===== config.mk =====
export PLATFORM = sky130hd
export DESIGN_NAME = rpm_monitor
export DESIGN_NICKNAME = d
export VERILOG_FILES = /design/src/hw/rpm_pkg.sv /design/src/hw/rpm_monitor.sv
export SDC_FILE = /design/constraint.sdc
export NUM_CORES = 1
export LEC_CHECK = 0
export ABC_AREA = 1
export BUFFER_PORTS_ARGS = -buffer_cell sky130_fd_sc_hd__buf_4
export CORE_MARGIN = 1.5
export CORE_UTILIZATION = 23
export DETAILED_ROUTE_END_ITERATION = 7
export PLACE_DENSITY = 0.4
export SKIP_CTS_REPAIR_TIMING = 1
export SLEW_MARGIN = 20
export SYNTH_ARGS = -nofsm -noshare
export SYNTH_HDL_FRONTEND = slang
export SYNTH_SLANG_ARGS = --single-unit

===== constraint.sdc =====
create_clock -name i_sys_clk -period 20.1 [get_ports i_sys_clk]
set_input_delay 2.01 -clock i_sys_clk [delete_from_list [all_inputs] [get_ports i_sys_clk]]
set_output_delay 2.01 -clock i_sys_clk [all_outputs]
set_load 0.05 [all_outputs]

===== src/hw/rpm_pkg.sv =====
package rpm_pkg;

	// system clock and the common millisecond tick
	localparam int unsigned CLK_HZ        = 20_000_000;
	localparam int unsigned TICK_PERIOD_US = 1000;
	localparam int unsigned TICK_CYCLES   =
		CLK_HZ / 1_000_000 * TICK_PERIOD_US;

	// monitored points and record depth
	localparam int unsigned NUM_POINTS  = 40;
	localparam int unsigned TRIP_EVENTS = 5;

	// timing, in seconds and in milliseconds of the common tick
	localparam int unsigned PERSIST_MIN_S  = 5;
	localparam int unsigned PERSIST_MAX_S  = 10;
	localparam int unsigned PERSIST_MS     = PERSIST_MIN_S * 1000;
	localparam int unsigned DET_STUCK_S    = 60;
	localparam int unsigned DET_STUCK_MS   = DET_STUCK_S * 1000;
	localparam int unsigned TRIP_SCAN_MS   = 10;
	localparam int unsigned BLINK_HALF_MS  = 500;

	// counter widths
	localparam int unsigned TICK_W = 15;
	localparam int unsigned MS_W   = 17;
	localparam int unsigned PT_W   = 6;
	localparam int unsigned EVT_W  = 3;

	// two-digit display glyphs
	localparam logic [3:0] DIG_ZERO = 4'h0;
	localparam logic [3:0] DIG_B    = 4'hb;
	localparam logic [3:0] DIG_C    = 4'hc;
	localparam logic [3:0] DIG_D    = 4'hd;
	localparam logic [3:0] DIG_E    = 4'he;
	localparam logic [3:0] DIG_F    = 4'hf;

	// reset values
	localparam logic [39:0] REC_RESET = 40'h00_0000_0000;

	typedef enum logic {
		RPM_MODE_MONITOR,
		RPM_MODE_TRIP_SCAN
	} rpm_mode_t;

endpackage


===== src/hw/rpm_monitor.sv =====
// Summary of operation
// - 40 points; change without detector, 5 s
// - failure delay may lie within 5..10 s
// - detector active 60 s raises alarm
// - no monitor capture after detector failure
// - detector-failure code until next step press
// - monitor lamp blinks after detector failure
// - failure ORs changed-point pattern into record
// - repeat toggles stored once, record accumulates
// - records erased only by clear request, or a trip slot by a new trip
// - first failure closes alarm until clear
// - after trip scan points 10 ms
// - trip and monitor records kept separate
// - five trip events, oldest overwritten
// - trip held shows trip-held code
// - trip preempts any mode, then monitor
// - clear erases both records, both contacts
`timescale 1ns/1ps
`default_nettype none

module rpm_monitor #(
	parameter int unsigned P_TICK_CYCLES  = rpm_pkg::TICK_CYCLES,
	parameter int unsigned P_PERSIST_MS   = rpm_pkg::PERSIST_MS,
	parameter int unsigned P_DET_STUCK_MS = rpm_pkg::DET_STUCK_MS
) (
	input  wire logic        i_sys_clk,
	input  wire logic        i_srst,
	input  wire logic [39:0] i_points,
	input  wire logic        i_fault_detector_signal,
	input  wire logic        i_trip,
	input  wire logic        i_clear_local,
	input  wire logic        i_clear_remote,
	input  wire logic        i_display_step_button,
	input  wire logic        i_data_select,
	output logic             o_relay_fail_alarm,
	output logic             o_relay_fail_alarm_aux,
	output logic             o_det_fail_alarm,
	output logic             o_monitor_data_lamp,
	output logic             o_trip_data_lamp,
	output logic [3:0]       o_disp_upper,
	output logic [3:0]       o_disp_lower
);

	localparam int unsigned NP = rpm_pkg::NUM_POINTS;
	localparam int unsigned NE = rpm_pkg::TRIP_EVENTS;

	// first point number (1..40) at bit index >= from, else 0
	function automatic logic [5:0] next_point(input logic [39:0] vec,
		input logic [5:0] from);
		logic [5:0] r;
		r = 6'h00;
		for (int i = NP - 1; i >= 0; i--) begin
			if (vec[i] && (i >= int'(from)))
				r = 6'(i + 1);
		end
		return r;
	endfunction

	// ring slot holding the k-th newest event (k = 1 newest)
	function automatic logic [2:0] slot_of(input logic [2:0] newest,
		input logic [2:0] k);
		return 3'((int'(newest) + NE + 1 - int'(k)) % NE);
	endfunction

	logic clear_req;
	assign clear_req = i_clear_local | i_clear_remote;

	// common tick and lamp blink
	logic [14:0] tick_cnt_q, tick_cnt_d;
	logic        tick_q, tick_d;
	logic [9:0]  blink_cnt_q, blink_cnt_d;
	logic        blink_q, blink_d;

	always_comb begin
		tick_cnt_d  = tick_cnt_q + 15'h0001;
		tick_d      = 1'b0;
		blink_cnt_d = blink_cnt_q;
		blink_d     = blink_q;
		if (tick_cnt_q == 15'(P_TICK_CYCLES - 1)) begin
			tick_cnt_d = 15'h0000;
			tick_d     = 1'b1;
		end
		if (tick_q) begin
			blink_cnt_d = blink_cnt_q + 10'h001;
			if (blink_cnt_q == 10'(rpm_pkg::BLINK_HALF_MS - 1)) begin
				blink_cnt_d = 10'h000;
				blink_d     = ~blink_q;
			end
		end
	end

	always_ff @(posedge i_sys_clk) begin
		if (i_srst) begin
			tick_cnt_q  <= 15'h0000;
			tick_q      <= 1'b0;
			blink_cnt_q <= 10'h000;
			blink_q     <= 1'b0;
		end else begin
			tick_cnt_q  <= tick_cnt_d;
			tick_q      <= tick_d;
			blink_cnt_q <= blink_cnt_d;
			blink_q     <= blink_d;
		end
	end

	// relay-system failure and detector supervision
	logic [39:0] ref_q, ref_d;
	logic [16:0] persist_q, persist_d;
	logic [16:0] det_cnt_q, det_cnt_d;
	logic        det_fail_q, det_fail_d;
	logic [39:0] mon_rec_q, mon_rec_d;
	logic        alarm_q, alarm_d;
	logic [39:0] diff;

	always_comb begin
		diff        = i_points ^ ref_q;
		ref_d       = ref_q;
		persist_d   = persist_q;
		det_cnt_d   = det_cnt_q;
		det_fail_d  = det_fail_q;
		mon_rec_d   = mon_rec_q;
		alarm_d     = alarm_q;
		if (clear_req) begin
			mon_rec_d = rpm_pkg::REC_RESET;
			alarm_d   = 1'b0;
		end
		// detector stuck active is itself a failure
		if (!i_fault_detector_signal) begin
			det_cnt_d = 17'h00000;
		end else if (tick_q && !det_fail_q) begin
			det_cnt_d = det_cnt_q + 17'h00001;
			if (det_cnt_d == 17'(P_DET_STUCK_MS))
				det_fail_d = 1'b1;
		end
		// a fault explains any change, so follow the points then
		if (i_fault_detector_signal || det_fail_q) begin
			ref_d     = i_points;
			persist_d = 17'h00000;
		end else if (diff == 40'h00_0000_0000) begin
			persist_d = 17'h00000;
		end else if (tick_q) begin
			persist_d = persist_q + 17'h00001;
			// fixed 5 s sits inside the allowed 5..10 s band
			if (persist_d == 17'(P_PERSIST_MS)) begin
				mon_rec_d = mon_rec_d | diff;
				alarm_d   = 1'b1;
				ref_d     = i_points;
				persist_d = 17'h00000;
			end
		end
	end

	always_ff @(posedge i_sys_clk) begin
		if (i_srst) begin
			ref_q       <= rpm_pkg::REC_RESET;
			persist_q   <= 17'h00000;
			det_cnt_q   <= 17'h00000;
			det_fail_q  <= 1'b0;
			mon_rec_q   <= rpm_pkg::REC_RESET;
			alarm_q     <= 1'b0;
		end else begin
			ref_q       <= ref_d;
			persist_q   <= persist_d;
			det_cnt_q   <= det_cnt_d;
			det_fail_q  <= det_fail_d;
			mon_rec_q   <= mon_rec_d;
			alarm_q     <= alarm_d;
		end
	end

	// trip capture ring, independent of the monitor record
	rpm_pkg::rpm_mode_t mode_q, mode_d;
	logic        trip_prev_q, trip_prev_d;
	logic [39:0] snap_q, snap_d;
	logic [3:0]  scan_q, scan_d;
	logic [39:0] ring_q [NE];
	logic [39:0] ring_d [NE];
	logic [2:0]  newest_q, newest_d;
	logic [2:0]  count_q, count_d;
	logic        trip_rise;

	always_comb begin
		trip_rise   = i_trip & ~trip_prev_q;
		trip_prev_d = i_trip;
		mode_d      = mode_q;
		snap_d      = snap_q;
		scan_d      = scan_q;
		ring_d      = ring_q;
		newest_d    = newest_q;
		count_d     = count_q;
		if (clear_req) begin
			count_d = 3'h0;
			mode_d  = rpm_pkg::RPM_MODE_MONITOR;
			for (int i = 0; i < NE; i++)
				ring_d[i] = rpm_pkg::REC_RESET;
		end else if (mode_q == rpm_pkg::RPM_MODE_TRIP_SCAN) begin
			ring_d[newest_q] = ring_q[newest_q] | (i_points ^ snap_q);
			if (tick_q) begin
				scan_d = scan_q + 4'h1;
				if (scan_d == 4'(rpm_pkg::TRIP_SCAN_MS))
					mode_d = rpm_pkg::RPM_MODE_MONITOR;
			end
		end
		// a new trip wins over everything, even a clear
		if (trip_rise) begin
			newest_d = (newest_q == 3'(NE - 1)) ? 3'h0
				: newest_q + 3'h1;
			ring_d[newest_d] = rpm_pkg::REC_RESET;
			if (count_d != 3'(NE))
				count_d = count_d + 3'h1;
			snap_d = i_points;
			scan_d = 4'h0;
			mode_d = rpm_pkg::RPM_MODE_TRIP_SCAN;
		end
	end

	always_ff @(posedge i_sys_clk) begin
		if (i_srst) begin
			mode_q      <= rpm_pkg::RPM_MODE_MONITOR;
			trip_prev_q <= 1'b0;
			snap_q      <= rpm_pkg::REC_RESET;
			scan_q      <= 4'h0;
			ring_q      <= '{default: rpm_pkg::REC_RESET};
			newest_q    <= 3'h0;
			count_q     <= 3'h0;
		end else begin
			mode_q      <= mode_d;
			trip_prev_q <= trip_prev_d;
			snap_q      <= snap_d;
			scan_q      <= scan_d;
			ring_q      <= ring_d;
			newest_q    <= newest_d;
			count_q     <= count_d;
		end
	end

	// front-panel stepping, display and lamps
	logic       step_prev_q, step_prev_d;
	logic       sel_prev_q, sel_prev_d;
	logic [2:0] evt_q, evt_d;
	logic [5:0] pt_q, pt_d;
	logic       det_show_q, det_show_d;
	logic [3:0] upper_d, lower_d;
	logic       mon_lamp_d, trip_lamp_d;
	logic       step;
	logic [5:0] nxt;

	always_comb begin
		step        = i_display_step_button & ~step_prev_q;
		step_prev_d = i_display_step_button;
		sel_prev_d  = i_data_select;
		evt_d       = evt_q;
		pt_d        = pt_q;
		det_show_d  = det_show_q;
		nxt         = 6'h00;
		if (i_data_select != sel_prev_q || clear_req) begin
			evt_d = 3'h0;
			pt_d  = 6'h00;
		end else if (step && !i_trip) begin
			det_show_d = 1'b0;
			if (!i_data_select) begin
				pt_d = next_point(mon_rec_q, pt_q);
			end else if (evt_q == 3'h0) begin
				if (count_q != 3'h0)
					evt_d = 3'h1;
			end else begin
				nxt = next_point(ring_q[slot_of(newest_q, evt_q)], pt_q);
				pt_d = nxt;
				if (nxt == 6'h00) begin
					evt_d = (evt_q < count_q) ? evt_q + 3'h1 : 3'h0;
				end
			end
		end
		if (det_fail_d && !det_fail_q)
			det_show_d = 1'b1;
		// glyph priority: clear, trip held, detector, data
		if (clear_req) begin
			upper_d = rpm_pkg::DIG_C;
			lower_d = rpm_pkg::DIG_C;
		end else if (i_trip) begin
			upper_d = rpm_pkg::DIG_F;
			lower_d = rpm_pkg::DIG_B;
		end else if (det_show_q) begin
			upper_d = rpm_pkg::DIG_F;
			lower_d = rpm_pkg::DIG_D;
		end else if (pt_q != 6'h00) begin
			upper_d = 4'(pt_q / 6'd10);
			lower_d = 4'(pt_q % 6'd10);
		end else if (evt_q != 3'h0) begin
			upper_d = rpm_pkg::DIG_E;
			lower_d = {1'b0, evt_q};
		end else begin
			upper_d = rpm_pkg::DIG_ZERO;
			lower_d = rpm_pkg::DIG_ZERO;
		end
		mon_lamp_d  = det_fail_q ? blink_q
			: (mon_rec_q != rpm_pkg::REC_RESET);
		trip_lamp_d = (count_q != 3'h0);
	end

	always_ff @(posedge i_sys_clk) begin
		if (i_srst) begin
			step_prev_q            <= 1'b0;
			sel_prev_q             <= 1'b0;
			evt_q                  <= 3'h0;
			pt_q                   <= 6'h00;
			det_show_q             <= 1'b0;
			o_disp_upper           <= rpm_pkg::DIG_ZERO;
			o_disp_lower           <= rpm_pkg::DIG_ZERO;
			o_monitor_data_lamp    <= 1'b0;
			o_trip_data_lamp       <= 1'b0;
			o_relay_fail_alarm     <= 1'b0;
			o_relay_fail_alarm_aux <= 1'b0;
			o_det_fail_alarm       <= 1'b0;
		end else begin
			step_prev_q            <= step_prev_d;
			sel_prev_q             <= sel_prev_d;
			evt_q                  <= evt_d;
			pt_q                   <= pt_d;
			det_show_q             <= det_show_d;
			o_disp_upper           <= upper_d;
			o_disp_lower           <= lower_d;
			o_monitor_data_lamp    <= mon_lamp_d;
			o_trip_data_lamp       <= trip_lamp_d;
			o_relay_fail_alarm     <= alarm_q;
			o_relay_fail_alarm_aux <= alarm_q;
			o_det_fail_alarm       <= det_fail_q;
		end
	end

endmodule

`default_nettype wire


**Word-level counts from Yosys, hierarchy flattened**

Cells that the tools add are included.

- Add/sub/neg operators: 11
- Divide/modulo/power cells: 3
- Magnitude comparators: 46
- Equal/unequal tests: 12
- Multiplexer cells: 147
- Bitwise logic cells: 17
- Reductions and logical operators: 112

Operators with widths:

| cell | number |
|---|---|
| $mux W200 | 3 |
| $mux W40 | 15 |
| $mux W6 | 86 |
| $bmux W40 S3 | 2 |
| $demux W40 S3 | 2 |
| $and A200 B200 Y200 | 1 |
| $bwmux W200 | 1 |
| $not A200 Y200 | 1 |
| $ge A5 B6 Y1 const A | 16 |
| $logic_and A1 B1 Y1 | 85 |
| $or A40 B40 Y40 | 2 |
| $xor A40 B40 Y40 | 2 |
| $ge A4 B6 Y1 const A | 8 |
| $ge A6 B6 Y1 const A | 8 |
| $logic_not A40 Y1 | 1 |
| $reduce_bool A40 Y1 | 1 |
| $mux W4 | 9 |
| $add A17 B1 Y17 const B | 2 |
| $mod A32 B3 Y32 const B | 1 |
| $mux W3 | 9 |
| $ge A3 B6 Y1 const A | 4 |
| $mux W1 | 18 |
| $eq A17 B13 Y1 const B | 1 |
| $eq A17 B16 Y1 const B | 1 |
| other kinds (40) | 69 |

- Register bits: 419
- Input port bits: 48
- Output and inout port bits: 13
- Word-level logic and storage cells: 382

**Longest topological paths before layout**

Gate-level depths: netlist of the first run.

- Word-level depth: 56
- Depth in mapped cells: 95
- Gate-level depth less buffers: 90

**Worst setup path after synthesis of the first run**

Ideal clock, no wire load.

- Path type: flip-flop to flip-flop
- From: register newest_q[0]
- To: register evt_q[1]
- Library setup time: 0.113 ns
- Data arrival time: 8.544 ns
- Required time: 19.987 ns
- Slack: 11.443 ns
- Stages on the path, launching flop included: 86
- Path buffers: 8
- Period minus slack after synthesis: 8.657 ns
- Cells stage by stage: dfxtp_1 > inv_1 > clkbuf_1 > clkbuf_1 > buf_1 > ha_1 > inv_1 > ha_1 > fa_1 > inv_1 > ha_1 > buf_4 > nand2_1 > ha_1 > buf_4 > nand2_2 > nand2_1 > inv_1 > [... 50 more ...] > nand2_1 > nand2_1 > nand2_1 > nand2_1 > nand2_1 > nand2_1 > nand2_1 > nand2_1 > nand2_1 > nand2_1 > nand2_1 > nand2_1 > nand2_2 > nand3_2 > nand2_2 > nand2_1 > nor2_1 > nor2_1

- Cells in the longest elaborated chain, start to end: 56
- Elaborated cells between the ends (all ways): 95
- Those cells by class: add/sub (3); div (1); mux (47); bitwise (1); reduce/logical (43)

Ends and longest elaborated chain:

| element | line | source |
|---|---|---|
| from (decl) | rpm_monitor.sv:178 | `logic [2:0] newest_q, newest_d;` |
| from (signal assigned) | rpm_monitor.sv:232 | `newest_q <= newest_d;` |
| $add A3 B3 Y4 * | rpm_monitor.sv:62 | `return 3'((int'(newest) + NE + 1 - int'(k)) % NE);` |
| $add A4 B1 Y5 * | rpm_monitor.sv:62 |  |
| $sub A5 B3 Y6 * | rpm_monitor.sv:62 |  |
| $mod A32 B3 Y32 * | rpm_monitor.sv:62 |  |
| $not A3 Y4 (not written as such) * | rpm_monitor.sv:267 | `nxt = next_point(ring_q[slot_of(newest_q, evt_q)], pt_q);` |
| $bmux W40 S3 * | rpm_monitor.sv:267 |  |
| $mux W40 (not written as such) * (2 in series) | rpm_monitor.sv:267 |  |
| $logic_and A1 B1 Y1 | rpm_monitor.sv:53 | `if (vec[i] && (i >= int'(from)))` |
| $mux W6 (39 in series) | rpm_monitor.sv:53 |  |
| $mux W6 * | rpm_monitor.sv:53 |  |
| $mux W6 * | rpm_monitor.sv:263 | `end else if (evt_q == 3'h0) begin` |
| $mux W6 * | rpm_monitor.sv:261 | `if (!i_data_select) begin` |
| $mux W6 * | rpm_monitor.sv:259 | `end else if (step && !i_trip) begin` |
| $mux W6 * | rpm_monitor.sv:256 | `if (i_data_select != sel_prev_q \|\| clear_req) begin` |
| $logic_not A6 Y1 * | rpm_monitor.sv:269 | `if (nxt == 6'h00) begin` |
| $reduce_bool A2 Y1 (no source line) * | n/a |  |
| $reduce_and A4 Y1 (no source line) * | n/a |  |
| to (signal assigned) | rpm_monitor.sv:318 | `evt_q <= evt_d;` |
| to (decl) | rpm_monitor.sv:240 | `logic [2:0] evt_q, evt_d;` |

Every way passes the cells marked *; elsewhere a longest branch is shown, timed or not. The select of a mux whose other input is x is not followed.
A chain may end at the register's enable or synchronous reset.

**Worst setup path after layout of the first run**

Same ends and word-level chain as after synthesis.

==> results.sh, run 1 <==
export IMPL_synth_edf_count=0
export IMPL_grtUsageMet2_pct=25.2
export IMPL_p_sw_mw=0.839
export IMPL_antenna_left=0
export IMPL_netlist_area_leader_share_pct=37.5
export IMPL_p_sw_share_pct=35.3
export IMPL_synth_seq_area_share_pct=37.5
export IMPL_antenna_found_initial=6
export IMPL_cts_made_buffers=49
export IMPL_finalMaxSlewViolations=0
export IMPL_end_kind="register"
export IMPL_fp_dieArea_mm2=0.0992
export IMPL_initialDrtViolationCount=1534
export IMPL_rsz0062_at_grt="false"
export IMPL_grt_max_degree=85
export IMPL_status="finished clean"
export IMPL_use_met3_pct=2.44
export IMPL_vias=21400
export IMPL_crit_path_frequent_cell="nand2_1"
export IMPL_firstDrtPassIters=6
export IMPL_ys_async_sr_fraction_pct=0
export IMPL_cts_sinks=419
export IMPL_synth_area_top_cells="dfxtp_1 (37%), o21ai_0 (12%), a21oi_1 (8.3%)"
export IMPL_met1_usage_pct=24.3
export IMPL_ir_drop_uv=57.7
export IMPL_track_usage_pct=16.6
export IMPL_arrival_ns=10.87
export IMPL_cts_buffer_depth=3
export IMPL_grt_overflow_total=0
export IMPL_post_route_min_period_ns=10.38
export IMPL_post_route_period_util_pct=51.6
export IMPL_synth_top_flop_cell="dfxtp_1"
export IMPL_ys_seq_elements=419
export IMPL_drc_errors=0
export IMPL_tightest_slew_ns=1.01
export IMPL_hold_viol_final=0
export IMPL_syn_area_mm2=0.0224
export IMPL_leakagePower_nw=10.1
export IMPL_syn_avg_cell_area_um2=6.93
export IMPL_ys_warn_count=0
export IMPL_critPathLaunchType="register"
export IMPL_fp_row_count=114
export IMPL_grt_busiest_layer="met2"
export IMPL_worstSkewPairLatency_ns=0.61
export IMPL_htreeDepth=2
export IMPL_power_density_mw_per_mm2=92.8
export IMPL_synth_nets=3310
export IMPL_place_ws_ns=9.66
export IMPL_initial_core_util_pct=23.2
export IMPL_pwr_share_comb_pct=26.5
export IMPL_io_buffers=60
export IMPL_gp_congestion=0.886
export IMPL_skew_ns=0.0243
export IMPL_grt_pass1_vias=20400
export IMPL_ys_types=56
export IMPL_viasPerCell=4.74
export IMPL_clkSlewWorstSetupHoldPaths_ns=0.06
export IMPL_synthToLayoutAreaGrowth_pct=14.3
export IMPL_grt_pass1_wl_um=127000
export IMPL_core_area_mm2=0.0966
export IMPL_cpPeakStageDelay_ns=0.70
export IMPL_worst_setup_path_type="register to register"
export IMPL_crit_fanout=84
export IMPL_cpMaxStageDelayCell="buf_4"
export IMPL_clkPwrFrac_pct=37.4
export IMPL_synthCells=3229
export IMPL_fmax_ghz=0.0963
export IMPL_netlist_top_cell_by_area="dfxtp_1"
export IMPL_die_y_um=315
export IMPL_hp_class="register to register"
export IMPL_layout_setup_ws_ns=9.72
export IMPL_setup_viol=0
export IMPL_dieWidth_um=315
export IMPL_cap_violations=0
export IMPL_hpwlAfterDp_um=55500
export IMPL_drive_gt1_share_pct=7.40
export IMPL_slew_headroom_pct=32.7
export IMPL_wl_um=83800
export IMPL_tritoncts="yes"
export IMPL_nets=3277
export IMPL_wire_per_inst_um=18.6
export IMPL_cts_root_buf="clkbuf_16"
export IMPL_finalSetupTns_ns=0
export IMPL_crit_required_ns=20.59
export IMPL_seqPwrFrac_pct=36.0
export IMPL_p_int_mw=1.54
export IMPL_pin_count=61
final cells by class:
class                   instances  area (um2)
diodes                          2        5.00
clock buffers                  68        1430
clock inverters                18         153
fillers                     10700       71000
inverters                     386        1450
multi-input cells            2246       11900
flip-flops and latches        419        8390
well taps                    1276        1600
repair buffers                 94         706
synthesized netlist by cell type (all sizes together), types with 17 or more instances:
cell    count
a21oi     370
a31oi      22
buf        33
clkbuf    145
dfxtp     419
ha         32
inv       383
nand2     461
nand3     115
nand4      40
nor2      296
nor3       36
nor4       22
o211ai     21
o21ai     568
o22ai      47
o311ai     17
xnor2      50
xor2       68
worst max-delay path, delay by kind of cell, from the launching register on:
family,cells,cell delay (ns)
xor+xnor,1,0.30
simple gates,65,5.18
fa+ha+maj,7,1.92
compound gates,2,0.37
buf+inv,12,2.10
flops,1,0.32
path summary, 6_finish.rpt:
| path | from | cells after the start | slack [ns] | to |
|---|---|---|---|---|
| worst min-delay path | alarm_q | 2 | 0.43 | o_relay_fail_alarm_aux |
| worst max register to register | newest_q[0] | 87 | 9.72 | evt_q[1] |
| worst min register to register | alarm_q | 2 | 0.43 | o_relay_fail_alarm_aux |
| worst max-delay path | newest_q[0] | 87 | 9.72 | evt_q[1] |
logic make-up (layout without fill, tap and decap cells):
group | after synthesis | after routing | synth area share, %
buffers and inverters | 564 | 566 | 10.0
and+or+nand+nor | 991 | 991 | 19.3
AOI/OAI and AO/OA | 1103 | 1103 | 26.7
xor gates and xnor gates | 118 | 118 | 4.62
other | 0 | 2 | 0
muxes | 1 | 1 | 0.0447
DFF | 419 | 419 | 37.5
adders and majority gates | 33 | 33 | 1.88
layout by cell type, fill, tap and decap left out, types with 32 or more instances in the layout:
| master | count |
|---|---|
| nor3_1 | 34 |
| o21ai_0 | 539 |
| xnor2_1 | 50 |
| inv_1 | 372 |
| nand2_1 | 447 |
| nand4_1 | 39 |
| clkbuf_16 | 50 |
| buf_4 | 94 |
| xor2_1 | 68 |
| o22ai_1 | 47 |
| a21oi_1 | 368 |
| ha_1 | 32 |
| nor2_1 | 282 |
| nand3_1 | 102 |
| dfxtp_1 | 418 |
power groups by stage:
stage / logic (mW) / registers [mW] / clock network [mW]
after floorplan: 0.431 / 0.875 / 0
after global placement: 0.634 / 0.874 / 0
after detailed placement: 0.629 / 0.874 / 0
after CTS: 0.633 / 0.855 / 0.915
after global routing: 0.704 / 0.857 / 0.949
final: 0.630 / 0.856 / 0.889
layer usage:
metal	part of all wire, %	vias to the layer above
met5	0	-
met4	2.4	0
met3	5.1	112
met2	42	532
met1	50	9913
li1	-	10800
state kept, by name, indices dropped and copies added, names as in the netlist, 3 cells and up:
name / count
snap_q: 40
det_cnt_q: 17
persist_q: 17
pt_q: 6
o_disp_upper: 4
ring_q: 200
evt_q: 3
mon_rec_q: 40
newest_q: 3
blink_cnt_q: 10
count_q: 3
o_disp_lower: 4
ref_q: 40
tick_cnt_q: 15
scan_q: 4
metrics by stage:
step / std cells / cell area, um2 / util, % / hold slack [ns] / power, mW
6_report: 4509 / 25600 / 26.5 / 0.433 / 2.38
5_1_grt: 4507 / 25600 / 26.5 / 0.479 / 2.51
4_1_cts: 4507 / 25600 / 26.5 / 0.448 / 2.40
3_5_place_dp: 4421 / 24000 / 24.9 / 0.413 / 1.50
3_3_place_gp: 4421 / 24000 / 24.9 / 0.410 / 1.51
2_1_floorplan: 3229 / 22400 / - / 0.400 / 1.31
No activity file was read; power rests on OpenSTA's default activity.
==> run 2, diff against run 1 <==
--- a/config.mk
+++ b/config.mk
@@ -5,7 +5,7 @@
 export SDC_FILE = /design/constraint.sdc
 export NUM_CORES = 1
 export LEC_CHECK = 0
-export ABC_AREA = 1
+export ABC_AREA = 0
 export BUFFER_PORTS_ARGS = -buffer_cell sky130_fd_sc_hd__buf_4
 export CORE_MARGIN = 1.5
 export CORE_UTILIZATION = 23
==> constraint.sdc (replaced) <==
create_clock -name i_sys_clk -period 10.65 [get_ports i_sys_clk]
set_input_delay 1.065 -clock i_sys_clk [delete_from_list [all_inputs] [get_ports i_sys_clk]]
set_output_delay 1.065 -clock i_sys_clk [all_outputs]
set_load 0.05 [all_outputs]
==> results.sh, run 2 <==
export IMPL_status="finished clean"
export IMPL_cts_buffer_depth=3
export IMPL_tightest_slew_ns=1.10
export IMPL_gp_congestion=0.909
export IMPL_hp_class="register to register"
export IMPL_vias=21100
export IMPL_synth_common_cells="dfxtp_1 (419), nor2_1 (397), nand2_1 (240), a211oi_1 (211), a21oi_1 (171)"
export IMPL_fmax_ghz=0.0989
export IMPL_grt_pass1_vias=20400
export IMPL_antenna_left=0
export IMPL_ys_types=88
export IMPL_fp_row_count=115
export IMPL_cts_made_buffers=49
export IMPL_regMostFlops="ring_q"
export IMPL_cts_sinks=419
export IMPL_end_kind="register"
export IMPL_ys_async_sr_fraction_pct=0
export IMPL_final_util_pct=27.0
export IMPL_cap_violations=0
export IMPL_synth_nets=2821
export IMPL_cts_root_buf="clkbuf_16"
export IMPL_fin_cells=4041
export IMPL_fill_cells=10600
export IMPL_fp_dieArea_mm2=0.101
export IMPL_slew_headroom_pct=26.5
export IMPL_antennaDiodeCount=0
export IMPL_final_common_cell="dfxtp_1"
export IMPL_drc_errors=0
export IMPL_ir_drop_uv=104
export IMPL_synth_edf_count=0
export IMPL_antenna_found_initial=1
export IMPL_htreeDepth=2
export IMPL_worstSkewPairLatency_ns=0.61
export IMPL_yosysMostFrequentCell="dfxtp_1"
export IMPL_crit_fanout=13
export IMPL_track_usage_pct=17.1
export IMPL_cpPeakStageDelay_ns=0.59
export IMPL_drive_gt1_share_pct=11.8
export IMPL_hold_viol_final=0
export IMPL_wl_um=88900
export IMPL_firstDrtPassIters=5
export IMPL_post_route_min_period_ns=10.11
export IMPL_crit_path_frequent_cell="ha_1"
export IMPL_cpMaxStageDelayCell="o41a_1"
export IMPL_final_cell_mix="dfxtp_1 (417), nor2_1 (396), nand2_1 (239)"
export IMPL_final_cell_area_mm2=0.0265
export IMPL_io_buffers=60
export IMPL_initialDrtViolationCount=1756
export IMPL_synthCells=2740
export IMPL_hpwlAfterDp_um=62700
export IMPL_synth_seq_area_share_pct=36.9
export IMPL_grt_max_degree=81
export IMPL_placed_area_mm2=0.0246
export IMPL_dp_cells=3948
export IMPL_tritoncts="yes"
export IMPL_die_y_um=318
export IMPL_holdWs_ns=0.463
export IMPL_clkSlewWorstSetupHoldPaths_ns=0.06
export IMPL_synth_area_top_cells="dfxtp_1 (37%), a211oi_1 (7.0%), nor2_1 (6.6%)"
export IMPL_crit_required_ns=11.13
export IMPL_finalMaxSlewViolations=0
export IMPL_netlist_top_cell_by_area="dfxtp_1"
export IMPL_dieWidth_um=318
export IMPL_grt_overflow_total=0
export IMPL_syn_avg_cell_area_um2=8.30
export IMPL_leakagePower_nw=9.23
export IMPL_netlist_area_leader_share_pct=36.9
export IMPL_finalSetupTns_ns=0
export IMPL_setup_viol=0
export IMPL_worst_setup_path_type="register to register"
export IMPL_power_density_mw_per_mm2=161
export IMPL_ys_seq_elements=419
export IMPL_synthToLayoutAreaGrowth_pct=16.5
export IMPL_arrival_ns=10.60
export IMPL_post_route_period_util_pct=95.0
export IMPL_skew_ns=0.0395
export IMPL_synth_top_flop_cell="dfxtp_1"
export IMPL_syn_area_mm2=0.0227
export IMPL_initial_core_util_pct=23.2
export IMPL_grt_pass1_wl_um=133000
export IMPL_pin_count=61
export IMPL_wire_per_inst_um=22.0
export IMPL_ys_warn_count=0
export IMPL_nets=2798
export IMPL_critPathLaunchType="register"
export IMPL_core_area_mm2=0.0981
export IMPL_largest_register_ffs=200
export IMPL_viasPerCell=5.22
==> run 2: metrics by stage <==
stage	setup slack, ns	total power [mW]
6_report	0.535	4.27
5_1_grt	-0.0136	4.44
4_1_cts	-0.101	4.29
3_5_place_dp	-0.0389	2.43
3_3_place_gp	0.119	2.43
2_1_floorplan	0.772	2.14
==> run 2: power by group <==
| part | switching, mW | internal, mW | total [mW] | leakage [nW] |
|---|---|---|---|---|
| clock network | 0.710 | 1.14 | 1.85 | 0.873 |
| registers | 0.0179 | 1.59 | 1.61 | 3.39 |
| logic | 0.554 | 0.264 | 0.817 | 4.97 |
==> run 2: worst max-delay path, delay by kind of cell, from the launching register on <==
kind / cells / cell delay, ns
DFF: 1 / 0.32
xor gates and xnor gates: 3 / 0.55
adders and majority gates: 7 / 1.91
buffers and inverters: 9 / 1.11
AOI/OAI and AO/OA: 19 / 4.82
and+or+nand+nor: 4 / 1.30
==> run 2: cell type report <==
cell class / instances / area (um2) / share of cell area [%]
Clock inverter: 15 / 262 / 0.987
Inverter: 44 / 165 / 0.623
Clock buffer: 73 / 1500 / 5.65
Multi-Input combinational cell: 2077 / 13600 / 51.3
Sequential cell: 419 / 8390 / 31.7
Tap cell: 1287 / 1610 / 6.08
Timing Repair Buffer: 126 / 970 / 3.66
==> run 2: metal layers <==
| layer | vias to the layer above | track usage (%) | part of all wire [%] |
|---|---|---|---|
| li1 | 9993 | - | - |
| met1 | 10300 | 22.0 | 44 |
| met2 | 639 | 28.3 | 46 |
| met3 | 155 | 3.18 | 6.0 |
| met4 | 0 | 6.81 | 3.8 |
| met5 | - | 0 | 0 |
==> run 2: kinds of logic (layout without fill, tap and decap cells) <==
group                    after synthesis  count (layout)  share of synthesized area, %
flip-flops                           419             419                          36.9
multiplexers                         107             107                          7.33
AO/OA/AOI/OAI                        784             784                          23.8
AND/OR/NAND/NOR                     1004            1004                          20.2
XOR/XNOR                             149             149                          5.74
buffers and inverters                244             258                          4.25
adder cells (fa/ha/maj)               33              33                          1.85
==> run 2: final timing paths <==
kind	from	end	slack, ns	cells past startpoint
setup / recovery	newest_q[1]	evt_q[2]	0.54	42
setup reg to reg	newest_q[1]	evt_q[2]	0.54	42
hold reg to reg	tick_cnt_q[0]	tick_cnt_q[0]	0.46	1
hold / removal	tick_cnt_q[0]	tick_cnt_q[0]	0.46	1
==> run 3, diff against run 2 <==
--- a/config.mk
+++ b/config.mk
@@ -11,6 +11,7 @@
 export CORE_UTILIZATION = 23
 export DETAILED_ROUTE_END_ITERATION = 7
 export PLACE_DENSITY = 0.4
+export REMOVE_ABC_BUFFERS = 1
 export SKIP_CTS_REPAIR_TIMING = 1
 export SLEW_MARGIN = 20
 export SYNTH_ARGS = -nofsm -noshare
==> results.sh, run 3 (synthesized netlist as in run 2, its figures left out) <==
export IMPL_pin_count=61
export IMPL_post_route_period_util_pct=93.9
export IMPL_gp_congestion=0.943
export IMPL_hpwlAfterDp_um=61500
export IMPL_worstSkewPairLatency_ns=0.61
export IMPL_leakagePower_nw=9.17
export IMPL_antenna_found_initial=1
export IMPL_setup_viol=0
export IMPL_slew_headroom_pct=23.9
export IMPL_cts_made_buffers=50
export IMPL_largest_register_ffs=200
export IMPL_grt_pass1_wl_um=135000
export IMPL_regMostFlops="ring_q"
export IMPL_cpPeakStageDelay_ns=0.68
export IMPL_fp_dieArea_mm2=0.101
export IMPL_initial_core_util_pct=23.2
export IMPL_nets=2799
export IMPL_worst_setup_path_type="register to register"
export IMPL_antennaDiodeCount=0
export IMPL_die_y_um=318
export IMPL_crit_fanout=13
export IMPL_wl_um=90400
export IMPL_hp_class="register to register"
export IMPL_hold_viol_final=0
export IMPL_fill_cells=10600
export IMPL_wire_per_inst_um=22.4
export IMPL_cpMaxStageDelayCell="o31ai_1"
export IMPL_core_area_mm2=0.0981
export IMPL_track_usage_pct=17.4
export IMPL_synthToLayoutAreaGrowth_pct=16.2
export IMPL_finalSetupTns_ns=0
export IMPL_dp_cells=3947
export IMPL_initialDrtViolationCount=1690
export IMPL_holdWs_ns=0.461
export IMPL_post_route_min_period_ns=10.00
export IMPL_drive_gt1_share_pct=11.7
export IMPL_crit_required_ns=11.13
export IMPL_final_cell_mix="dfxtp_1 (416), nor2_1 (396), nand2_1 (240)"
export IMPL_placed_area_mm2=0.0246
export IMPL_fin_cells=4041
export IMPL_skew_ns=0.0222
export IMPL_tightest_slew_ns=1.14
export IMPL_final_util_pct=26.9
export IMPL_crit_family="compound AO/OA/AOI/OAI gates"
export IMPL_power_density_mw_per_mm2=159
export IMPL_end_kind="register"
export IMPL_status="finished clean"
export IMPL_r2r_start="evt_q[1]"
export IMPL_drc_errors=0
export IMPL_critPathLaunchType="register"
export IMPL_viasPerCell=5.19
export IMPL_cap_violations=0
export IMPL_grt_pass1_vias=20500
export IMPL_grt_overflow_total=0
export IMPL_htreeDepth=2
export IMPL_critPathBufInv=8
export IMPL_firstDrtPassIters=5
export IMPL_crit_end="evt_q[2]"
export IMPL_io_buffers=60
export IMPL_grt_max_degree=81
export IMPL_arrival_ns=10.49
export IMPL_cts_root_buf="clkbuf_16"
export IMPL_fp_row_count=115
export IMPL_dieWidth_um=318
export IMPL_cts_sinks=419
export IMPL_rsz0062_at_grt="false"
export IMPL_fmax_ghz=0.100
export IMPL_crit_path_start="evt_q[1]"
export IMPL_final_cell_area_mm2=0.0264
export IMPL_antenna_left=0
export IMPL_tritoncts="yes"
export IMPL_rr_worst_depth=39
export IMPL_finalMaxSlewViolations=0
export IMPL_clkSlewWorstSetupHoldPaths_ns=0.06
export IMPL_cp_num_cells=39
export IMPL_regToRegSetupSlack_ns=0.65
export IMPL_final_common_cell="dfxtp_1"
export IMPL_vias=21000
export IMPL_timing_rr_end="evt_q[2]"
export IMPL_ir_drop_uv=113
export IMPL_cts_buffer_depth=3
==> run 3: power breakdown <==
part / total (mW) / switching, mW / internal (mW)
registers: 1.61 / 0.0180 / 1.59
logic: 0.830 / 0.568 / 0.262
clock network: 1.77 / 0.708 / 1.07
==> run 3: how the worst min path moves through the flow <==
stage,slack [ns],cells after the start,endpoint,from
detailed placement,0.45,1,tick_cnt_q[0],tick_cnt_q[0]
global route,0.48,1,tick_cnt_q[0],tick_cnt_q[0]
CTS,0.47,2,snap_q[2],snap_q[2]
finish,0.46,1,tick_cnt_q[0],tick_cnt_q[0]
floorplan,0.43,1,tick_cnt_q[0],tick_cnt_q[0]
global placement,0.44,1,tick_cnt_q[0],tick_cnt_q[0]
==> run 3: worst register-to-register path, delay by kind of cell (launching register included) <==
family / cells / cell delay (ns)
and+or+nand+nor: 6 / 1.52
buffers and inverters: 8 / 1.18
AOI/OAI and AO/OA: 15 / 4.28
adders and majority gates: 7 / 1.98
xor gates and xnor gates: 3 / 0.53
DFF: 1 / 0.38
==> run 3: cell type report <==
| type | count | area (um2) | area share [%] |
|---|---|---|---|
| Tap cell | 1287 | 1610 | 6.09 |
| Clock buffer | 79 | 1550 | 5.88 |
| Multi-Input combinational cell | 2078 | 13600 | 51.5 |
| Clock inverter | 9 | 130 | 0.492 |
| Timing Repair Buffer | 125 | 967 | 3.66 |
| Inverter | 44 | 165 | 0.625 |
| Sequential cell | 419 | 8390 | 31.8 |
==> run 3: metrics by stage <==
step / total power [mW] / worst slack, ns
after floorplan: 2.10 / -2.92
after global routing: 4.39 / 0.0454
after detailed placement: 2.45 / 0.123
after CTS: 4.24 / 0.134
final: 4.22 / 0.649
after global placement: 2.45 / 0.239
==> run 3: per-layer routing <==
metal	vias to the layer above	share of wire (%)	GRT usage (%)
li1	9971	-	-
met1	10300	45	22.7
met2	581	48	30.0
met3	132	4.3	1.98
met4	2	2.7	5.37
met5	-	0.014	0
